--- src/spc_pkg.sv ---
// package for the stop mode power control block
package spc_pkg;
	// register byte offsets on the avalon slave
	localparam logic [3:0] SPC_CTRL_OFS = 4'h0;
	localparam logic [3:0] SPC_STAT_OFS = 4'h4;
	localparam logic [3:0] SPC_PARAM_OFS = 4'h8;
	// ctrl field positions
	localparam int CTRL_HALT_EN_BIT = 0;
	localparam int CTRL_DEEP_REQ_BIT = 1;
	localparam int CTRL_VDET_EN_BIT = 2;
	localparam int CTRL_FRC_EN_BIT = 3;
	localparam int CTRL_FRC_HALT_BIT = 4;
	localparam int CTRL_LFR_EN_BIT = 5;
	localparam int CTRL_TEMP_ON_BIT = 6;
	localparam logic [31:0] CTRL_RESET = 32'h0000_0000;
	localparam int PARAM_BYTES = 64;
	localparam logic [31:0] UNMAPPED_DATA = 32'h0000_0000;
	// debug status/control bit position, serial access only
	localparam int DBG_EN_BIT = 7;
	localparam logic [7:0] DBG_STATUS_HALTED = 8'h40;
	// debug serial command codes
	localparam logic [1:0] DCMD_READ_STATUS = 2'h0;
	localparam logic [1:0] DCMD_WRITE_CONTROL = 2'h1;
	localparam logic [1:0] DCMD_MEM_STATUS = 2'h2;
	localparam logic [1:0] DCMD_BACKGROUND = 2'h3;

	typedef enum logic [3:0] {
		ST_RUN = 4'h1,
		ST_DEEP = 4'h2,
		ST_RETAIN = 4'h4,
		ST_DEBUG = 4'h8
	} spc_state_t;

	typedef struct packed {
		logic periph_clk_en;
		logic dbg_clk_en;
		logic reg_full;
		logic hfo_en;
		logic mfo_en;
		logic rf_chain_en;
		logic io_hiz;
		logic lfr_det_en;
		logic sensor_pwr;
		logic temp_pwr;
		logic timer_clk_en;
		logic conv_run_ok;
	} spc_power_t;
endpackage : spc_pkg

--- src/spc_power_ctrl.sv ---
// stop mode power control: halt selection, wake-up, clock and power gating
//////////////////////////////////////////////////////////////////////////////
// Functional notes
// - debug enable gates entry into debug state
// - debug register reached only by serial commands
// - debug clocks kept running in halt when debug enabled
// - regulator full when debug enabled at halt
// - deepest halt with debug becomes retained halt
// - memory status commands return halt error while halted
// - background command wakes retained halt into debug state
// - peripheral clocks off in halt except wakeup
// - deepest halt forces pins high impedance
// - deepest wake resets modules, ram lost
// - 64-byte parameter store never reset
// - low-freq osc and wakeup unit always on
// - free counter runs when enabled and halt bit clear, also in halt
// - medium osc in halt only for measure or rf
// - high-freq osc off in every halt
// - converter runs in retained halt, reset after deep
// - receiver detectors follow sampling select in halt
// - timer clock stops in halt, reset after deep
// - regulator standby in halt except voltage/debug retained halt
// - rf chain on while sending or direct send
// - rf chain on with send bit set outside halt, in halt only with direct send
// - sensor cells only during scheduled measurement
// - halt with halt enable clear forces reset
// - deep halt with voltage detect becomes retained
// - wake from deep restarts from reset vector
// - deep halt refused while interrupts pending
`timescale 1ns/1ps
`default_nettype none
module spc_power_ctrl
	import spc_pkg::*;
#(
	parameter int FRC_WIDTH = 16
) (
	input wire logic i_clk,
	input wire logic i_nrst,
	// avalon-mm slave
	input wire logic [3:0] i_avs_address,
	input wire logic i_avs_read,
	input wire logic i_avs_write,
	input wire logic [31:0] i_avs_writedata,
	output logic [31:0] o_avs_readdata,
	output logic o_avs_waitrequest,
	// core side
	input wire logic i_halt_instr,
	input wire logic i_wake_irq,
	input wire logic i_irq_pending,
	input wire logic i_lf_clk_tick,
	// debug serial command decoder side
	input wire logic i_dcmd_valid,
	input wire logic [1:0] i_dcmd_code,
	input wire logic [7:0] i_dcmd_data,
	input wire logic i_dbg_go,
	output logic o_dcmd_done,
	output logic [7:0] o_dcmd_status,
	// activity from analog and rf blocks
	input wire logic i_measure_busy,
	input wire logic i_rf_busy,
	input wire logic i_rf_send,
	input wire logic i_rf_direct,
	input wire logic i_lfr_sample_sel,
	// outputs
	output spc_power_t o_power,
	output logic [1:0] o_state_code,
	output logic o_illegal_reset,
	output logic o_deep_wake_reset,
	output logic o_fetch_reset_vector,
	output logic o_lfo_en,
	output logic o_pwu_en,
	output logic [FRC_WIDTH-1:0] o_frc_count
);
	// status word carries the low counter byte, so fewer than 8 bits cannot serve
	if (FRC_WIDTH < 8 || FRC_WIDTH > 32) begin : g_chk
		$error("FRC_WIDTH must be 8..32");
	end

	//////////////////////////////////////////////////////////////////////////////
	spc_state_t state_reg;
	logic [31:0] ctrl_reg;
	logic [7:0] dbg_ctrl_reg;
	logic [7:0] param_mem [PARAM_BYTES];
	logic [31:0] rdata_reg;
	logic ack_reg;
	logic [FRC_WIDTH-1:0] frc_reg;
	logic illegal_reg;
	logic deep_wake_reg;
	logic dcmd_done_reg;
	logic [7:0] dcmd_status_reg;
	logic periph_clk_reg;
	logic dbg_clk_reg;
	logic reg_full_reg;
	logic hfo_reg;
	logic mfo_reg;
	logic rf_chain_reg;
	logic io_hiz_reg;
	logic lfr_det_reg;
	logic sensor_pwr_reg;
	logic temp_pwr_reg;
	logic timer_clk_reg;
	logic conv_ok_reg;
	logic vdet_retain_reg;
	logic dbg_en;
	logic halted;
	logic bus_req;

	assign dbg_en = dbg_ctrl_reg[DBG_EN_BIT];
	assign halted = (state_reg == ST_DEEP) || (state_reg == ST_RETAIN);
	assign bus_req = i_avs_read | i_avs_write;

	function automatic logic [1:0] state_code(input spc_state_t s);
		case (s)
			ST_RUN: state_code = 2'h0;
			ST_DEEP: state_code = 2'h1;
			ST_RETAIN: state_code = 2'h2;
			ST_DEBUG: state_code = 2'h3;
			default: state_code = 2'h0;
		endcase
	endfunction : state_code

	function automatic logic bg_cmd(input logic v, input logic [1:0] c, input logic en);
		bg_cmd = v && (c == DCMD_BACKGROUND) && en;
	endfunction : bg_cmd

	//////////////////////////////////////////////////////////////////////////////
	// halt state machine
	always_ff @(posedge i_clk) begin
		if (!i_nrst) begin
			state_reg <= ST_RUN;
			vdet_retain_reg <= 1'b0;
			illegal_reg <= 1'b0;
			deep_wake_reg <= 1'b0;
		end else begin
			illegal_reg <= 1'b0;
			deep_wake_reg <= 1'b0;
			case (state_reg)
				ST_RUN: begin
					if (bg_cmd(i_dcmd_valid, i_dcmd_code, dbg_en)) begin
						state_reg <= ST_DEBUG;
					end else if (i_halt_instr) begin
						if (!ctrl_reg[CTRL_HALT_EN_BIT]) begin
							illegal_reg <= 1'b1;
						end else if (ctrl_reg[CTRL_DEEP_REQ_BIT] && !dbg_en
								&& !ctrl_reg[CTRL_VDET_EN_BIT]) begin
							// pending interrupts keep the core running
							if (!i_irq_pending) begin
								state_reg <= ST_DEEP;
							end
						end else begin
							state_reg <= ST_RETAIN;
							vdet_retain_reg <= ctrl_reg[CTRL_VDET_EN_BIT] | dbg_en;
						end
					end
				end
				ST_DEEP: begin
					if (i_wake_irq) begin
						state_reg <= ST_RUN;
						deep_wake_reg <= 1'b1;
					end
				end
				ST_RETAIN: begin
					if (bg_cmd(i_dcmd_valid, i_dcmd_code, dbg_en)) begin
						state_reg <= ST_DEBUG;
					end else if (i_wake_irq) begin
						state_reg <= ST_RUN;
					end
				end
				ST_DEBUG: begin
					if (i_dbg_go) begin
						state_reg <= ST_RUN;
					end
				end
				default: state_reg <= ST_RUN;
			endcase
		end
	end

	//////////////////////////////////////////////////////////////////////////////
	// debug serial commands; debug register has no bus address
	always_ff @(posedge i_clk) begin
		if (!i_nrst) begin
			dbg_ctrl_reg <= 8'h00;
			dcmd_done_reg <= 1'b0;
			dcmd_status_reg <= 8'h00;
		end else begin
			dcmd_done_reg <= i_dcmd_valid;
			if (i_dcmd_valid) begin
				case (i_dcmd_code)
					DCMD_READ_STATUS: dcmd_status_reg <= dbg_ctrl_reg;
					DCMD_WRITE_CONTROL: begin
						dbg_ctrl_reg <= i_dcmd_data;
						dcmd_status_reg <= 8'h00;
					end
					DCMD_MEM_STATUS: begin
						// no memory access while halted
						dcmd_status_reg <= halted ? DBG_STATUS_HALTED : 8'h00;
					end
					default: dcmd_status_reg <= 8'h00;
				endcase
			end
		end
	end

	//////////////////////////////////////////////////////////////////////////////
	// avalon slave: one wait cycle, answer on second cycle
	always_ff @(posedge i_clk) begin
		if (!i_nrst) begin
			ack_reg <= 1'b0;
			rdata_reg <= 32'h0000_0000;
		end else begin
			ack_reg <= bus_req & ~ack_reg;
			if (i_avs_read && !ack_reg) begin
				case (i_avs_address)
					SPC_CTRL_OFS: rdata_reg <= ctrl_reg;
					SPC_STAT_OFS: rdata_reg <= {22'h0, frc_reg[7:0], state_code(state_reg)};
					SPC_PARAM_OFS: rdata_reg <= {24'h0, param_mem[ctrl_reg[13:8]]};
					default: rdata_reg <= UNMAPPED_DATA;
				endcase
			end
		end
	end

	always_ff @(posedge i_clk) begin
		if (!i_nrst || deep_wake_reg) begin
			ctrl_reg <= CTRL_RESET;
		end else if (i_avs_write && ack_reg && i_avs_address == SPC_CTRL_OFS) begin
			ctrl_reg <= i_avs_writedata;
		end
	end

	// parameter store has no reset term at all
	always_ff @(posedge i_clk) begin
		// write lands on the edge where waitrequest is low
		if (i_avs_write && ack_reg && i_avs_address == SPC_PARAM_OFS) begin
			param_mem[ctrl_reg[13:8]] <= i_avs_writedata[7:0];
		end
	end

	//////////////////////////////////////////////////////////////////////////////
	// free-running counter on low-freq ticks, gated by enable and halt bits, ignores halt state
	always_ff @(posedge i_clk) begin
		if (!i_nrst) begin
			frc_reg <= '0;
		end else if (ctrl_reg[CTRL_FRC_EN_BIT] && !ctrl_reg[CTRL_FRC_HALT_BIT] && i_lf_clk_tick) begin
			frc_reg <= frc_reg + 1'b1;
		end
	end

	//////////////////////////////////////////////////////////////////////////////
	// power and clock controls, registered
	always_ff @(posedge i_clk) begin
		if (!i_nrst) begin
			periph_clk_reg <= 1'b0;
		end else begin
			periph_clk_reg <= !halted;
		end
	end

	always_ff @(posedge i_clk) begin
		if (!i_nrst) begin
			timer_clk_reg <= 1'b0;
		end else begin
			timer_clk_reg <= !halted;
		end
	end

	// debug logic keeps its clock when debug enabled, peripherals still gated
	always_ff @(posedge i_clk) begin
		if (!i_nrst) begin
			dbg_clk_reg <= 1'b0;
		end else begin
			dbg_clk_reg <= !halted || dbg_en;
		end
	end

	always_ff @(posedge i_clk) begin
		if (!i_nrst) begin
			reg_full_reg <= 1'b0;
		end else begin
			reg_full_reg <= !halted || (state_reg == ST_RETAIN && vdet_retain_reg);
		end
	end

	always_ff @(posedge i_clk) begin
		if (!i_nrst) begin
			hfo_reg <= 1'b0;
		end else begin
			hfo_reg <= !halted;
		end
	end

	always_ff @(posedge i_clk) begin
		if (!i_nrst) begin
			mfo_reg <= 1'b0;
		end else begin
			mfo_reg <= !halted || i_measure_busy || i_rf_busy;
		end
	end

	always_ff @(posedge i_clk) begin
		if (!i_nrst) begin
			rf_chain_reg <= 1'b0;
		end else begin
			rf_chain_reg <= i_rf_busy || (i_rf_send && (i_rf_direct || !halted));
		end
	end

	always_ff @(posedge i_clk) begin
		if (!i_nrst) begin
			io_hiz_reg <= 1'b0;
		end else begin
			io_hiz_reg <= (state_reg == ST_DEEP);
		end
	end

	always_ff @(posedge i_clk) begin
		if (!i_nrst) begin
			lfr_det_reg <= 1'b0;
		end else begin
			lfr_det_reg <= ctrl_reg[CTRL_LFR_EN_BIT] && (!halted || i_lfr_sample_sel);
		end
	end

	always_ff @(posedge i_clk) begin
		if (!i_nrst) begin
			sensor_pwr_reg <= 1'b0;
		end else begin
			sensor_pwr_reg <= i_measure_busy && state_reg != ST_DEEP;
		end
	end

	always_ff @(posedge i_clk) begin
		if (!i_nrst) begin
			temp_pwr_reg <= 1'b0;
		end else begin
			temp_pwr_reg <= ctrl_reg[CTRL_TEMP_ON_BIT] && state_reg != ST_DEEP;
		end
	end

	always_ff @(posedge i_clk) begin
		if (!i_nrst) begin
			conv_ok_reg <= 1'b0;
		end else begin
			conv_ok_reg <= state_reg != ST_DEEP;
		end
	end

	assign o_power = '{
		periph_clk_en: periph_clk_reg,
		dbg_clk_en: dbg_clk_reg,
		reg_full: reg_full_reg,
		hfo_en: hfo_reg,
		mfo_en: mfo_reg,
		rf_chain_en: rf_chain_reg,
		io_hiz: io_hiz_reg,
		lfr_det_en: lfr_det_reg,
		sensor_pwr: sensor_pwr_reg,
		temp_pwr: temp_pwr_reg,
		timer_clk_en: timer_clk_reg,
		conv_run_ok: conv_ok_reg
	};
	assign o_state_code = state_code(state_reg);
	assign o_illegal_reset = illegal_reg;
	assign o_deep_wake_reset = deep_wake_reg;
	assign o_fetch_reset_vector = deep_wake_reg;
	assign o_lfo_en = 1'b1;
	assign o_pwu_en = 1'b1;
	assign o_frc_count = frc_reg;
	assign o_avs_readdata = rdata_reg;
	assign o_avs_waitrequest = bus_req & ~ack_reg;
	assign o_dcmd_done = dcmd_done_reg;
	assign o_dcmd_status = dcmd_status_reg;
endmodule : spc_power_ctrl
`default_nettype wire

--- config.mk ---
export PLATFORM = sky130hd
export DESIGN_NAME = spc_power_ctrl
export DESIGN_NICKNAME = d
export VERILOG_FILES = /design/src/spc_pkg.sv /design/src/spc_power_ctrl.sv
export SDC_FILE = /design/constraint.sdc
export NUM_CORES = 1
export LEC_CHECK = 0
export BUFFER_PORTS_ARGS = -buffer_cell sky130_fd_sc_hd__buf_2
export CAP_MARGIN = 5
export CELL_PAD_IN_SITES_DETAIL_PLACEMENT = 0
export CELL_PAD_IN_SITES_GLOBAL_PLACEMENT = 1
export CORE_MARGIN = 3
export CORE_UTILIZATION = 56
export DETAILED_ROUTE_END_ITERATION = 6
export GPL_TIMING_DRIVEN = 0
export HOLD_SLACK_MARGIN = 0.05
export PLACE_DENSITY = 0.88
export SLEW_MARGIN = 20
export SYNTH_ARGS = -nofsm -noshare
export SYNTH_HDL_FRONTEND = slang
export SYNTH_SLANG_ARGS = --single-unit
--- constraint.sdc ---
create_clock -name i_clk -period 5.4 [get_ports i_clk]
set_clock_uncertainty 0.1 [all_clocks]
set_input_delay 1.08 -clock i_clk [delete_from_list [all_inputs] [get_ports i_clk]]
set_output_delay 1.08 -clock i_clk [all_outputs]
set_load 0.05 [all_outputs]
### Word level (Yosys, flattened, before mapping)

Memories as Yosys holds them, arrays and structs flattened. A register that Yosys moved wholly into a read port is not among the register bits.
Cells that the tools add are included.

| operators by class | value |
|---|---|
| $add $sub $neg | 1 |
| bitwise operators | 9 |
| multiplexer cells | 19 |
| eq/ne operators | 14 |
| reductions and logical operators | 37 |

Operators by type and width:

| cell | count |
|---|---|
| 32-bit case mux with 3 select lines | 1 |
| 4-bit two-way mux | 8 |
| 16-bit by 1-bit adder with 16-bit output, second input constant | 1 |
| 4-bit case mux with 4 select lines | 1 |
| 8-bit case mux with 2 select lines | 1 |
| 1-bit logical AND | 15 |
| 6-bit two-way mux | 2 |
| 1-bit logical OR | 9 |
| 4-bit by 3-bit == test with 1-bit output, second input constant | 2 |
| 4-bit == test, second input constant | 2 |
| 7-bit two-way mux | 1 |
| 1-bit logical NOT | 6 |
| 3-bit inequality test, second input constant | 2 |
| 1-bit inverter | 6 |
| 2-bit case mux with 3 select lines | 1 |
| 5-bit AND reduction | 1 |
| 2-bit == test, second input constant | 2 |
| 4-bit by 1-bit == test with 1-bit output, second input constant | 1 |
| 4-bit by 2-bit == test with 1-bit output, second input constant | 1 |
| 4-bit logical NOT | 1 |
| 1-bit two-way mux | 4 |
| 4-bit by 2-bit inequality test with 1-bit output, second input constant | 1 |
| 4-bit inequality test, second input constant | 1 |
| 2-bit AND reduction | 2 |
| 7 further kinds | 8 |

| word-level totals | value |
|---|---|
| bits in registers | 115 |
| memories kept | 1 |
| memory bits (writable) | 512 |
| word-level logic and storage cells | 102 |
| bits of input ports | 61 |
| output and inout port bits | 77 |

Memory list:

| memory | depth | bits a word | read ports | clocked after Yosys merged registers in | write ports | RTL line | text |
|---|---|---|---|---|---|---|---|
| param_mem | 64 | 8 | 1 | 1 | 1 | spc_power_ctrl.sv:83 | `logic [7:0] param_mem [PARAM_BYTES];` |

### Logic depth before layout (Yosys ltp)

| depth | value |
|---|---|
| word-level depth | 8 |
| gate-level depth with buffers | 11 |
| mapped depth without buffers | 6 |

### Worst setup path before layout

OpenSTA, ideal clock, no wires.

| timing path | value |
|---|---|
| path type | register to output |
| start point | register state_reg[3] |
| end point | output port o_state_code[0] |
| arrival | 1.782 ns |
| buffers on the path | 1 |
| required time | 4.220 ns |
| path slack | 2.438 ns |
| stages on the path, launching flop included | 4 |
| path through | dfxtp_1 -> clkbuf_1 -> xnor2_1 -> nor3_1 |

| on the way | value |
|---|---|
| word-level cells in the longest chain between the ends | 2 |
| elaborated cells between the ends (all ways) | 4 |
| those cells by class | 3 x eq/ne; 1 x mux |

RTL lines:

| what | RTL line | text |
|---|---|---|
| start: declaration | spc_power_ctrl.sv:80 | `spc_state_t state_reg;` |
| start signal: assignment | spc_power_ctrl.sv:130 | `state_reg <= ST_RUN;` |
| start signal: assignment | spc_power_ctrl.sv:140 | `state_reg <= ST_DEBUG;` |
| start signal: assignment | spc_power_ctrl.sv:148 | `state_reg <= ST_DEEP;` |
| 4-bit == test, or another cell as far along | spc_power_ctrl.sv:113 | `case (s)` |
| 2-bit case mux with 3 select lines (*) | spc_power_ctrl.sv:113 |  |
| end: declaration | spc_power_ctrl.sv:66 | `output logic [1:0] o_state_code,` |

Every way passes the cells marked *; elsewhere a longest branch is shown, timed or not.

### Worst setup path in the final report

| timing path | value |
|---|---|
| start point | input port i_avs_address[0] |
| end point | memory param_mem[62][7], enable pin |

| on the way | value |
|---|---|
| word-level cells in the longest chain between the ends | 4 |

RTL lines:

| what | RTL line | text |
|---|---|---|
| start: declaration | spc_power_ctrl.sv:40 | `input wire logic [3:0] i_avs_address,` |
| 4-bit == test | spc_power_ctrl.sv:235 | `if (i_avs_write && ack_reg && i_avs_address == SPC_PARAM_OFS) begin` |
| 1-bit logical AND | spc_power_ctrl.sv:235 |  |
| 1-bit two-way mux | spc_power_ctrl.sv:235 |  |
| 1-bit two-way mux (not written as such) | spc_power_ctrl.sv:236 | `param_mem[ctrl_reg[13:8]] <= i_avs_writedata[7:0];` |
| end: declaration | spc_power_ctrl.sv:83 |  |

Every way passes these cells.

==> results.json <==
{
  "yosysTopAreaCell": "edfxtp_1",
  "worst-path-buf-inv": 1,
  "grt_pass1_vias": 14150,
  "synth-main-ff-cell": "edfxtp_1",
  "clock_latency_ns": 0.64,
  "synth.area.top_cells": "edfxtp_1 61%, dfxtp_1 9.6%, mux4_2 6.5%",
  "cts_inserted_buffers": 60,
  "end_kind": "flop",
  "highest-signal-layer": "met5",
  "path_class": "primary input to flop",
  "rsz0062_at_grt": "false",
  "power_frac_comb_pct": 2.8,
  "cp_top_family": "simple AND/OR/NAND/NOR gates",
  "postCtsSetupBuffers": 0,
  "yosysMostFrequentCell": "edfxtp_1",
  "clk_pin_slew_ns": 0.06,
  "wl_met2_mm": 30.14,
  "slew_viol_final": 0,
  "dr_wl_met3_mm": 7.314,
  "finalSetupTns_ns": 0,
  "io_pins": 138,
  "r2r_start": "ack_reg",
  "p_int_w": 0.007777,
  "crit_slowest_cell": "nor2_1",
  "startpoint_type": "primary input",
  "fmax_mhz": 274.5,
  "place_congestion": 0.9686,
  "largest_reg_flops": 512,
  "hold_start": "ctrl_reg[24]",
  "timing.slew.headroom_pct": 33.77,
  "hold_violations": 0,
  "numClockSinks": 633,
  "finalCritPeriodShare_pct": 67.46,
  "start_util_pct": 56.73,
  "dp_hpwl_mm": 42.80,
  "synth_common_cells": "512 x edfxtp_1, 136 x mux2i_1, 121 x dfxtp_1",
  "syn_area_sq_mm": 0.02514,
  "fp.dieW_microns": 217.9,
  "path_common_cell": "nor2_1",
  "layout_min_cycle_time_ns": 3.643,
  "grt_pass1_wl_mm": 94.40,
  "r2r_end": "param_mem[62][7]",
  "nNetsFinal": 1765,
  "core_sq_mm": 0.04432,
  "synth-seq-cells": 633,
  "power.net_switching_w": 0.001983,
  "cts_tree": "yes",
  "final_core_util_pct": 64.40,
  "min_path_type": "flop to flop",
  "cts_buffer_depth": 3,
  "synthDistinctLibCells": 62,
  "rr_worst_depth": 6,
  "synthArstFlopShare_pct": 0,
  "yosysTopAreaCellShare_pct": 61.15,
  "wl_mm": 65.13,
  "cts.repair.resized": 0,
  "post_drt_wl_per_cell_microns": 27.76,
  "worstMarginPinSlew_ns": 0.9899,
  "critPathMaxFanout": 8,
  "wl_met1_mm": 24.58,
  "p_leak_nw": 9.195,
  "status": "finished clean",
  "die_area_sq_mm": 0.04748,
  "worstPathRequired_ns": 5.53,
  "grt_max_degree": 66,
  "irDropWorstVdd_mv": 0.2692,
  "num_antenna_cells": 0,
  "hold_path_depth": 2,
  "first_pass_iters": 6,
  "antenna_found_initial": 1,
  "max_cap_viol_count": 0,
  "synth-seq-area-share_pct": 70.78,
  "drive_above_1_share_pct": 20.98,
  "h-tree-depth": 2,
  "route.detailed.drc": 0,
  "fill_cells": 3063,
  "syn_area_per_cell_sq_um": 16.68,
  "crit_chain": "buf_2, or2_1, nor3_1, nand2_1, nor2_1, nand3_1, nor2_1",
  "critPathArrivalTime_ns": 3.77,
  "p_seq_share_pct": 54.1,
  "track_usage_pct": 27.44,
  "p_per_area_mw_per_mm2": 342.0,
  "p_sw_share_pct": 20.32,
  "syn_inst": 1507,
  "ant_nets": 0,
  "num_vias": 14660,
  "cts_root_buffer": "clkbuf_16",
  "dieHeight_microns": 217.9,
  "reg2reg_setup_slack_ns": 2.12,
  "rows": 77,
  "area_delta_synth_final_pct": 13.51,
  "hold_buffers": 0,
  "gr-total-overflow": 0,
  "drtIter0Drc": 1920,
  "synth-edff-count": 512,
  "via_per_inst": 6.250,
  "yosys_warnings": 0,
  "slowest_delay_ns": 0.95,
  "setup_viol": 0,
  "hold_end": "ctrl_reg[24]",
  "io_buffer_count": 133,
  "pwr-share-clk_pct": 43.0
}
-- worst max path at each step --
stage                startpoint          endpoint  slack [ns]  cells after the start
2_1_floorplan      state_reg[3]   o_state_code[0]        2.44                      3
3_3_place_gp   i_avs_address[0]  param_mem[38][3]        1.37                      7
3_5_place_dp   i_avs_address[0]   param_mem[6][7]        1.32                      7
4_1_cts        i_avs_address[0]  param_mem[22][2]        1.96                      7
5_1_grt        i_avs_address[0]  param_mem[22][2]        1.74                      7
6_report       i_avs_address[0]  param_mem[62][7]        1.76                      7
-- logic make-up (layout without fill, tap and decap cells) --
logic type,Yosys count,count (layout),share of synthesized area (%)
DFF,633,633,70.78
and+or+nand+nor,336,336,6.474
muxes,229,229,13.98
AOI/OAI and AO/OA,192,192,5.385
buffers and inverters,101,347,2.822
xor gates and xnor gates,14,14,0.4877
adders and majority gates,1,1,0.04976
other,1,2,0.01491
-- power groups by stage --
stage | combinational, W | clock (W) | sequential (W)
finish | 0.000276 | 0.00420 | 0.00528
global route | 0.000296 | 0.00444 | 0.00528
CTS | 0.000273 | 0.00424 | 0.00529
detailed placement | 0.000273 | 0 | 0.00539
global placement | 0.000266 | 0 | 0.00539
floorplan | 0.000135 | 0 | 0.00540
-- layout by cell type (no fill, tap or decap), types with 5 or more instances in the layout --
cell / n
a211o_1: 5
a21boi_0: 13
a21oi_1: 52
a221oi_1: 14
a22o_1: 7
a22oi_1: 57
and2_1: 25
and3_1: 5
buf_12: 7
buf_2: 142
buf_4: 32
buf_6: 11
bufinv_16: 8
clkbuf_1: 45
clkbuf_16: 60
clkinv_1: 15
clkinv_2: 10
clkinvlp_4: 6
dfxtp_1: 121
edfxtp_1: 512
mux2i_1: 136
mux4_1: 19
mux4_2: 73
nand2_1: 109
nand2b_1: 16
nand3_1: 18
nand4_1: 8
nor2_1: 78
nor2b_1: 46
nor3_1: 5
nor4_1: 7
o21ai_0: 18
or3_1: 5
xnor2_1: 11
-- area by class of cell --
type | instances | area [sq um] | share of cell area, %
Clock inverter | 44 | 431.7 | 1.512
Timing Repair Buffer | 133 | 685.7 | 2.402
Buffer | 101 | 709.4 | 2.486
Sequential cell | 633 | 17800 | 62.36
Tap cell | 592 | 740.7 | 2.595
Clock buffer | 69 | 1535 | 5.379
Multi-Input combinational cell | 774 | 6640 | 23.27
-- per-layer routing --
| layer | up-vias | GRT usage, % |
|---|---|---|
| met2 | 948 | 43.14 |
| met4 | 2 | 11.55 |
| li1 | 6271 | - |
| met1 | 7234 | 37.23 |
| met3 | 208 | 6.549 |
| met5 | - | 0 |
-- stage by stage --
step	worst slack (ns)	instance area [sq um]	total power [W]	cells	hold WS, ns
finish	1.757	28540	0.009760	2346	0.3554
global route	1.742	28540	0.01002	2346	0.3756
CTS	1.959	28520	0.009797	2346	0.3549
detailed placement	1.323	26550	0.005665	2233	0.3465
global placement	1.372	26550	0.005656	2233	0.3410
floorplan	2.438	25150	0.005530	1508	0.3357
-- worst min-delay path, delay by kind of cell, from the launching register on --
family / cells / cell delay, ns
AO/OA/AOI/OAI: 1 / 0.05
flip-flops: 1 / 0.31
AND/OR/NAND/NOR: 1 / 0.05
Note: power is estimated with default switching activity, not from simulation.
